File: src/common/rds_pkg.sv
// package for the receive descriptor slot bank: offsets, field positions, reset values
// assumes an 8-bit host register bus with 8-bit offsets and one 100 MHz clock
package rds_pkg;
    localparam int          NUM_SLOTS      = 8;
    localparam int          SLOT_IDX_W     = 3;
    // host register offsets
    localparam logic [7:0]  OFF_HEAD_HIGH  = 8'h17;
    localparam logic [7:0]  OFF_INFO_HIGH0 = 8'h23;
    localparam logic [7:0]  OFF_INFO_LOW0  = 8'h24;
    localparam logic [7:0]  OFF_LEN_HIGH0  = 8'h25;
    localparam logic [7:0]  OFF_LEN_LOW0   = 8'h26;
    localparam logic [7:0]  OFF_ADDR_HIGH0 = 8'h27;
    localparam logic [7:0]  OFF_ADDR_LOW0  = 8'h28;
    localparam logic [7:0]  SLOT_STRIDE    = 8'h06;
    // field offsets inside one slot's six-byte window, relative to info high
    localparam logic [2:0]  FLD_INFO_HIGH  = 3'h0;
    localparam logic [2:0]  FLD_INFO_LOW   = 3'h1;
    localparam logic [2:0]  FLD_LEN_HIGH   = 3'h2;
    localparam logic [2:0]  FLD_LEN_LOW    = 3'h3;
    localparam logic [2:0]  FLD_ADDR_HIGH  = 3'h4;
    localparam logic [2:0]  FLD_ADDR_LOW   = 3'h5;
    // information low byte bit positions
    localparam int          BIT_GOOD       = 7;
    localparam int          BIT_TYPE       = 6;
    localparam int          BIT_LEN_MISM   = 5;
    localparam int          BIT_FCS_FAIL   = 4;
    localparam int          BIT_RUNT       = 1;
    localparam int          BIT_DROPPED    = 0;
    // information high byte bit positions
    localparam int          BIT_TAGGED     = 6;
    localparam int          BIT_UNSUP_CTL  = 5;
    localparam int          BIT_PAUSE      = 4;
    localparam int          BIT_CONTROL    = 3;
    localparam int          BIT_TRAILING   = 2;
    localparam int          BIT_BROADCAST_FLAG      = 1;
    localparam int          BIT_MULTICAST_FLAG      = 0;
    // reset values and the value read at unmapped offsets
    localparam logic [7:0]  RST_BYTE       = 8'h00;
    localparam logic [15:0] RST_WORD       = 16'h0000;
    localparam logic [7:0]  UNMAPPED_READ  = 8'h00;
endpackage : rds_pkg

File: src/hw/rds_slot.sv
// one receive descriptor slot: flags, length and start address of one packet
// assumes claim and complete are one-cycle pulses from the slot allocator
`timescale 1ns/1ns
module rds_slot (
    input  wire logic        clk_in,
    input  wire logic        rst_in,
    input  wire logic        claim_in,
    input  wire logic [15:0] start_addr_in,
    input  wire logic        complete_in,
    input  wire logic [7:0]  info_high_in,
    input  wire logic [7:0]  info_low_in,
    input  wire logic [15:0] length_in,
    output logic      [7:0]  info_high_out,
    output logic      [7:0]  info_low_out,
    output logic      [15:0] length_out,
    output logic      [15:0] start_addr_out
);
    logic [7:0]  next_info_high;
    logic [7:0]  next_info_low;
    logic [15:0] next_length;
    logic [15:0] next_start_addr;

    // values hold until the slot is reused, so debug reads stay coherent
    always_comb begin
        next_info_high  = info_high_out;
        next_info_low   = info_low_out;
        next_length     = length_out;
        next_start_addr = start_addr_out;
        if (claim_in) begin
            next_start_addr = start_addr_in;
        end
        if (complete_in) begin
            next_info_high = info_high_in;
            next_info_low  = info_low_in;
            next_length    = length_in;
        end
    end

    always_ff @(posedge clk_in) begin
        if (rst_in) begin
            info_high_out  <= rds_pkg::RST_BYTE;
            info_low_out   <= rds_pkg::RST_BYTE;
            length_out     <= rds_pkg::RST_WORD;
            start_addr_out <= rds_pkg::RST_WORD;
        end else begin
            info_high_out  <= next_info_high;
            info_low_out   <= next_info_low;
            length_out     <= next_length;
            start_addr_out <= next_start_addr;
        end
    end
endmodule : rds_slot

File: src/hw/rds_bank.sv
// receive descriptor slot bank with slot allocation, current slot and head pointer
// assumes the receive filter gives start/done pulses and the host bus is synchronous
`timescale 1ns/1ns
module rds_bank #(
    parameter int NUM_SLOTS = rds_pkg::NUM_SLOTS
) (
    input  wire logic        clk_in,
    input  wire logic        rst_in,
    // host register port
    input  wire logic [7:0]  host_addr_in,
    input  wire logic        host_rd_in,
    input  wire logic        host_wr_in,
    input  wire logic [7:0]  host_wdata_in,
    output logic      [7:0]  host_rdata_out,
    // receive side
    input  wire logic        pkt_start_in,
    input  wire logic [15:0] tail_ptr_in,
    input  wire logic        pkt_done_in,
    input  wire logic [15:0] pkt_length_in,
    input  wire logic        receive_good_flag_in,
    input  wire logic        type_field_flag_in,
    input  wire logic        length_mismatch_flag_in,
    input  wire logic        fcs_fail_flag_in,
    input  wire logic        runt_flag_in,
    input  wire logic        dropped_flag_in,
    input  wire logic        tagged_frame_flag_in,
    input  wire logic        unsupported_control_flag_in,
    input  wire logic        pause_frame_flag_in,
    input  wire logic        control_frame_flag_in,
    input  wire logic        trailing_data_flag_in,
    input  wire logic        broadcast_flag_in,
    input  wire logic        multicast_flag_in,
    // neighbouring control
    input  wire logic [7:0]  slot_valid_clear_in,
    input  wire logic        autoread_in,
    output logic      [7:0]  slot_valid_bits_out,
    output logic      [2:0]  current_slot_number_out,
    output logic      [15:0] head_ptr_out,
    output logic             pkt_drop_out
);
    logic [7:0]  slot_info_high [NUM_SLOTS];
    logic [7:0]  slot_info_low  [NUM_SLOTS];
    logic [15:0] slot_length    [NUM_SLOTS];
    logic [15:0] slot_start     [NUM_SLOTS];
    logic [NUM_SLOTS-1:0] claim_pulse;
    logic [NUM_SLOTS-1:0] complete_pulse;
    logic [7:0]  info_high_word;
    logic [7:0]  info_low_word;

    // allocator state
    logic [2:0]  alloc_ptr;
    logic [2:0]  fill_slot;
    logic        fill_active;
    logic [15:0] read_count;
    logic [7:0]  next_valid;
    logic [2:0]  next_alloc_ptr;
    logic [2:0]  next_fill_slot;
    logic        next_fill_active;
    logic [2:0]  next_current;
    logic [15:0] next_read_count;
    logic [15:0] next_head;
    logic        next_drop;
    logic [7:0]  next_rdata;

    // first free slot at or after the rotating pointer, so slots are reused in circle
    function automatic logic [3:0] first_free(input logic [7:0] valid,
                                              input logic [2:0] from);
        logic [3:0] found;
        logic [2:0] idx;
        found = 4'h8;
        for (int k = 7; k >= 0; k--) begin
            idx = from + 3'(k);
            if (!valid[idx]) begin
                found = {1'b0, idx};
            end
        end
        return found;
    endfunction : first_free

    // is this offset a slot byte; returns {hit, slot, field}
    function automatic logic [6:0] slot_decode(input logic [7:0] addr);
        logic [6:0] res;
        logic [7:0] rel;
        res = 7'h00;
        rel = addr - rds_pkg::OFF_INFO_HIGH0;
        for (int s = 0; s < 8; s++) begin
            if (rel >= 8'(s) * rds_pkg::SLOT_STRIDE
                && rel < 8'(s + 1) * rds_pkg::SLOT_STRIDE
                && addr >= rds_pkg::OFF_INFO_HIGH0) begin
                res = {1'b1, 3'(s), 3'(rel - 8'(s) * rds_pkg::SLOT_STRIDE)};
            end
        end
        return res;
    endfunction : slot_decode

    // descriptor words as stored; reserved low bits stored as zero
    assign info_low_word = {receive_good_flag_in,
                            type_field_flag_in,
                            length_mismatch_flag_in,
                            fcs_fail_flag_in,
                            2'b00,
                            runt_flag_in,
                            dropped_flag_in};
    assign info_high_word = {1'b0,
                             tagged_frame_flag_in,
                             unsupported_control_flag_in,
                             pause_frame_flag_in,
                             control_frame_flag_in,
                             trailing_data_flag_in,
                             broadcast_flag_in,
                             multicast_flag_in};

    // slot storage, one instance per slot
    generate
        for (genvar g = 0; g < NUM_SLOTS; g++) begin : g_slot
            assign claim_pulse[g]    = pkt_start_in && (first_free(slot_valid_bits_out,
                                       alloc_ptr) == 4'(g));
            assign complete_pulse[g] = pkt_done_in && fill_active && (fill_slot == 3'(g));
            rds_slot u_slot (
                .clk_in         (clk_in),
                .rst_in         (rst_in),
                .claim_in       (claim_pulse[g]),
                .start_addr_in  (tail_ptr_in),
                .complete_in    (complete_pulse[g]),
                .info_high_in   (info_high_word),
                .info_low_in    (info_low_word),
                .length_in      (pkt_length_in),
                .info_high_out  (slot_info_high[g]),
                .info_low_out   (slot_info_low[g]),
                .length_out     (slot_length[g]),
                .start_addr_out (slot_start[g])
            );
        end
    endgenerate

    // allocation, current slot and head pointer
    always_comb begin
        logic [3:0] free_idx;
        free_idx         = first_free(slot_valid_bits_out, alloc_ptr);
        next_valid       = slot_valid_bits_out & ~slot_valid_clear_in;
        next_alloc_ptr   = alloc_ptr;
        next_fill_slot   = fill_slot;
        next_fill_active = fill_active;
        next_current     = current_slot_number_out;
        next_read_count  = read_count;
        next_head        = head_ptr_out;
        next_drop        = 1'b0;
        if (pkt_done_in) begin
            next_fill_active = 1'b0;
        end
        // a claim in the same cycle as a clear still sets the bit
        if (pkt_start_in) begin
            if (free_idx[3]) begin
                next_drop        = 1'b1;
                next_fill_active = 1'b0;
            end else begin
                next_valid[free_idx[2:0]] = 1'b1;
                next_fill_slot   = free_idx[2:0];
                next_fill_active = 1'b1;
                next_alloc_ptr   = free_idx[2:0] + 3'h1;
            end
        end
        // oldest packet moves on once its valid bit is released
        if (slot_valid_bits_out[current_slot_number_out]
            && slot_valid_clear_in[current_slot_number_out]) begin
            next_current    = current_slot_number_out + 3'h1;
            next_read_count = rds_pkg::RST_WORD;
        end else if (autoread_in && slot_valid_bits_out[current_slot_number_out]
                     && read_count < slot_length[current_slot_number_out]) begin
            next_head       = head_ptr_out + 16'h0001;
            next_read_count = read_count + 16'h0001;
        end
        // host write to the high byte overrides the increment's carry
        if (host_wr_in && host_addr_in == rds_pkg::OFF_HEAD_HIGH) begin
            next_head[15:8] = host_wdata_in;
        end
    end

    // host read mux; slot bytes are read only, writes to them fall through
    always_comb begin
        logic [6:0] dec;
        logic [2:0] s;
        dec        = slot_decode(host_addr_in);
        s          = dec[5:3];
        next_rdata = rds_pkg::UNMAPPED_READ;
        if (host_rd_in) begin
            if (host_addr_in == rds_pkg::OFF_HEAD_HIGH) begin
                next_rdata = head_ptr_out[15:8];
            end else if (dec[6]) begin
                case (dec[2:0])
                    rds_pkg::FLD_INFO_HIGH: next_rdata = slot_info_high[s];
                    rds_pkg::FLD_INFO_LOW:  next_rdata = slot_info_low[s];
                    rds_pkg::FLD_LEN_HIGH:  next_rdata = slot_length[s][15:8];
                    rds_pkg::FLD_LEN_LOW:   next_rdata = slot_length[s][7:0];
                    rds_pkg::FLD_ADDR_HIGH: next_rdata = slot_start[s][15:8];
                    rds_pkg::FLD_ADDR_LOW:  next_rdata = slot_start[s][7:0];
                    default:                next_rdata = rds_pkg::UNMAPPED_READ;
                endcase
            end
        end
    end

    // register every piece of state and every output
    always_ff @(posedge clk_in) begin
        if (rst_in) begin
            slot_valid_bits_out     <= rds_pkg::RST_BYTE;
            alloc_ptr               <= 3'h0;
            fill_slot               <= 3'h0;
            fill_active             <= 1'b0;
            current_slot_number_out <= 3'h0;
            read_count              <= rds_pkg::RST_WORD;
            head_ptr_out            <= rds_pkg::RST_WORD;
            pkt_drop_out            <= 1'b0;
            host_rdata_out          <= rds_pkg::RST_BYTE;
        end else begin
            slot_valid_bits_out     <= next_valid;
            alloc_ptr               <= next_alloc_ptr;
            fill_slot               <= next_fill_slot;
            fill_active             <= next_fill_active;
            current_slot_number_out <= next_current;
            read_count              <= next_read_count;
            head_ptr_out            <= next_head;
            pkt_drop_out            <= next_drop;
            host_rdata_out          <= next_rdata;
        end
    end
endmodule : rds_bank

File: config.mk
export PLATFORM = sky130hd
export DESIGN_NAME = rds_bank
export DESIGN_NICKNAME = d
export VERILOG_FILES = /design/src/common/rds_pkg.sv /design/src/hw/rds_slot.sv /design/src/hw/rds_bank.sv
export SDC_FILE = /design/constraint.sdc
export NUM_CORES = 1
export LEC_CHECK = 0
export ABC_AREA = 1
export BUFFER_PORTS_ARGS = -buffer_cell sky130_fd_sc_hd__buf_2
export CAP_MARGIN = 20
export CORE_MARGIN = 1
export CORE_UTILIZATION = 56
export CTS_CLUSTER_DIAMETER = 50
export DETAILED_ROUTE_END_ITERATION = 10
export GPL_ROUTABILITY_DRIVEN = 0
export PLACE_DENSITY = 0.77
export SLEW_MARGIN = 20
export SYNTH_ARGS = -nofsm -noshare
export SYNTH_HDL_FRONTEND = slang
export SYNTH_SLANG_ARGS = --single-unit
File: constraint.sdc
create_clock -name clk_in -period 3.55 [get_ports clk_in]
set_input_delay 0.355 -clock clk_in [delete_from_list [all_inputs] [get_ports clk_in]]
set_output_delay 0.355 -clock clk_in [all_outputs]
set_load 0.01 [all_outputs]
==> run metrics <==
Critical path buffers and inverters=3; H-tree depth=2; Post-synth ARST share=0%; Final Util=64.3%; switching pwr=6.13 mW; Max Cap Violations=0; CTS buffer count=between 40 and 50; routed via count=~23000; max layer used=met5; largest net degree at the start of global routing=approximately 130; initial antenna violation count=5; global-route wire length before repair=approximately 110 mm; Simple-Gate Fraction of Synth Area=between 20% and 30%; vias in the first global route=~21000; Nets=roughly 3400; Multi-input gate area=10800 um^2; Gate Count Post-Synth=3247; Synth Area in XOR/XNOR=less than 1%; fin crit share=~95%; clock group share of total power=between 20% and 30%; Met1 Routed Length=approximately 28 mm; CTS sink count=between 400 and 500; TritonCTS clock tree=done; clock slew at reported path FFs=roughly 0.060 ns; fillers=roughly 3300; Worst setup EP type=flip-flop; skew final=between 0.01 and 0.015 ns; Die Y-Extent=198 um; Pint=between 9 and 10 mW; synthesis warning total=0; setup ws final=approximately 0.19 ns; unrepaired setup endpoints after global routing=false; crit path launch type=flip-flop; # rows=71; worst path cell trace=buf_12 -> a21oi_1 -> o21ai_0 -> o21ai_0 -> o21ai_0 -> ha_1 -> nand2_1 -> inv_1 -> o211ai_1 -> a21oi_1 -> o2111ai_1 -> nand2_1 -> buf_4 -> o21ai_0 -> nor3b_1; Static Leak=roughly 9.8 nW; Horiz. Die Dim=just under 200 um; fmax=a little under 300 MHz; sw frac=about two fifths; Max VDD drop=0.692 mV; mapped cell area=21600 um^2; Avg Inst Size Synth=6.64 um^2; sequential area share after synthesis=roughly two fifths; Total GRT Usage=approximately 35%; Routed WL per cell=between 15 and 20 um; Slew headroom=46.9%; area grow syn2layout=12.5%; syn_nets=approximately 3400; top cell type's share of synthesized area=around two fifths; worst hold slack=around 0.040 ns; Main synth FF type=dfxtp_1; placed insts=around 3700; max incr delay on CP=approximately 0.35 ns; Clk Tree Root Cell=clkbuf_16; top cell type by total area after synthesis=dfxtp_1; endpoints failing setup=0; Tightest Pin Transition=between 0.7 and 0.8 ns; most frequent cell on the critical path=o21ai_0; combinational share of power=36.3%; DIE AREA=around 40000 um^2; Post-Route Setup TNS=0 ns; Initial DRT Pass Iterations=6; largest family of logic cells by synthesized area=compound AO/OA/AOI/OAI gates; fraction of synthesized area in multiplexers=0%; IO buf count=111; HPWL after DPL=between 40 and 50 mm; GR Overflow Total=0; Post-synth EDFFs=0; status=completed; DRC viols=0; #FFs+latches synth=~420; DRT antenna net count=0; critical path class=flip-flop to flip-flop; crit path DAT=roughly 3.9 ns; Slew Viols, Final=0; Critical Path Slowest Stage Cell=dfxtp_2; crit path time final=around 3.4 ns; Hold Fails Final Rpt=0; CP Data Required Time=a little over 4 ns; Post-Synth Adder-Cell Area=about 1.6%; post-synthesis compound-gate area fraction=roughly 24%; Met2 Wirelength=around 30 mm; met3 WL=6.90 mm; Reg power frac=roughly 34%; Iter 0 DRT Violations=between 2000 and 3000; Routed WL=68.2 mm; Post-Layout Cell Count=~3800; post-synth cell types=between 40 and 50; hold crit path type=primary input to flip-flop; Starting Density=57.1%; I/O Pins=112; Area contributors post-synth=dfxtp_1 39%, o21ai_0 11%, a21oi_1 11%; via density per instance=about 6.0; Core ar.=~38000 um^2; layout cells sized above 1=9.23%; P per Cell Area=between 600 and 700 nW/um^2; Max clock buf depth=3; pre-CTS setup slack=-0.0655 ns; CP delay by family, top=compound AO/OA/AOI/OAI gates; worst skew pair latency=just under 0.6 ns; FF/Latch Area=between 8000 and 9000 um^2; CP Max Fanout=83
-- stage by stage --
stage	total power, mW	area, um^2
4_1_cts	15.8	24200
3_3_place_gp	11.0	22700
5_1_grt	17.0	24300
3_5_place_dp	11.1	22700
2_1_floorplan	9.34	21600
6_report	16.0	24300
-- registers in the layout (all words and copies together) (netlist names) --
register	flops
g_slot.u_slot.length_out	128
g_slot.u_slot.start_addr_out	128
g_slot.u_slot.info_high_out	56
g_slot.u_slot.info_low_out	48
head_ptr_out	16
read_count	16
host_rdata_out	8
slot_valid_bits_out	8
alloc_ptr	3
current_slot_number_out	3
fill_slot	3
fill_active	1
pkt_drop_out	1
-- worst paths after layout --
path | depth (start not counted) | slack (ns) | endpoint | startpoint
max | 15 | 0.19 | read_count[6]$_SDFFE_PP0P_ | current_slot_number_out[0]$_SDFFE_PP0P_
min | 3 | 0.04 | pkt_drop_out$_SDFF_PP0_ | pkt_start_in
max reg2reg | 15 | 0.19 | read_count[6]$_SDFFE_PP0P_ | current_slot_number_out[0]$_SDFFE_PP0P_
min reg2reg | 2 | 0.45 | g_slot[5].u_slot.info_high_out[0]$_SDFFE_PP0P_ | g_slot[5].u_slot.info_high_out[0]$_SDFFE_PP0P_
-- layer usage --
layer / GRT usage [%] / vias up
met5: 0 / -
met2: 54.3 / 1198
met1: 45.0 / 10400
li1: - / 10900
met3: 6.20 / 208
met4: 18.4 / 4
-- power by group through the flow --
stage | logic (mW) | clock network [mW] | registers, mW
floorplan | 3.79 | 0 | 5.55
global placement | 5.39 | 0 | 5.57
detailed placement | 5.55 | 0 | 5.60
CTS | 5.59 | 4.73 | 5.50
global route | 6.47 | 4.93 | 5.55
finish | 5.81 | 4.70 | 5.50
-- area by class of cell --
cell class                      instances  area share (%)
Antenna cell                            3          0.0309
Clock buffer                           64            5.36
Clock inverter                         17           0.670
Inverter                              409            6.36
Multi-Input combinational cell       2188            44.3
Sequential cell                       419            34.6
Tap cell                              511            2.64
Timing Repair Buffer                  196            6.05
-- timing repair --
action	CTS	global route
hold endpoints to repair	0	0
hold buffers	0	0
setup buffers	0	1
endpoints found under the setup margin	3	135
resized for setup	1	16
pin swaps	0	0
-- cell usage after synthesis, types with 2 or more instances --
library cell,n
o21ai_0,491
a21oi_1,468
nand2_1,436
dfxtp_1,419
inv_1,396
nand3_1,328
nor2_1,208
clkbuf_1,178
nand4_1,98
buf_2,34
o21ai_1,34
ha_1,28
nor3_1,18
buf_1,16
o211ai_1,14
xor2_1,11
a31oi_1,8
inv_2,8
xnor2_1,7
nor4_1,6
clkinv_1,5
or2_2,5
nor3b_1,3
a211oi_1,2
and3_1,2
nand2_2,2
nand4_2,2
nor2_2,2
nor3_2,2
o221ai_1,2
-- cells in the final DEF, fill, tap and decap left out, types with 3 or more instances in the layout --
master and count:
o21ai_0 487, a21oi_1 468, nand2_1 434, dfxtp_1 418, inv_1 388, nand3_1 327
nor2_1 204, buf_2 111, nand4_1 98, buf_4 63, clkbuf_16 47, o21ai_1 38
ha_1 28, buf_12 22, nor3_1 18, o211ai_1 14, xor2_1 11, clkbuf_1 11
inv_2 10, clkinv_1 9, a31oi_1 8, xnor2_1 7, clkinv_2 7, nor4_1 6
clkbuf_8 6, clkinvlp_4 5, nor2_2 5, or2_2 5, nand2_2 4, diode_2 3
nor3b_1 3
-- worst register-to-register path: stages, from the launching register on --
cell and delay (ns):
dfxtp_2 0.35, buf_12 0.32, a21oi_1 0.16, o21ai_0 0.09, o21ai_0 0.10, o21ai_0 0.31, ha_1 0.31, nand2_1 0.07
inv_1 0.04, o211ai_1 0.18, a21oi_1 0.10, o2111ai_1 0.33, nand2_1 0.28, buf_4 0.26, o21ai_0 0.16, nor3b_1 0.23
-- cells by family (layout without fill, tap and decap cells) --
family,after synthesis,in the layout
flip-flops,419,419
adder cells (fa/ha/maj),28,28
AND/OR/NAND/NOR,1115,1115
AO/OA/AOI/OAI,1026,1026
buffers and inverters,640,686
XOR/XNOR,19,19
other,0,3
Power figures use the tool's default switching activity.
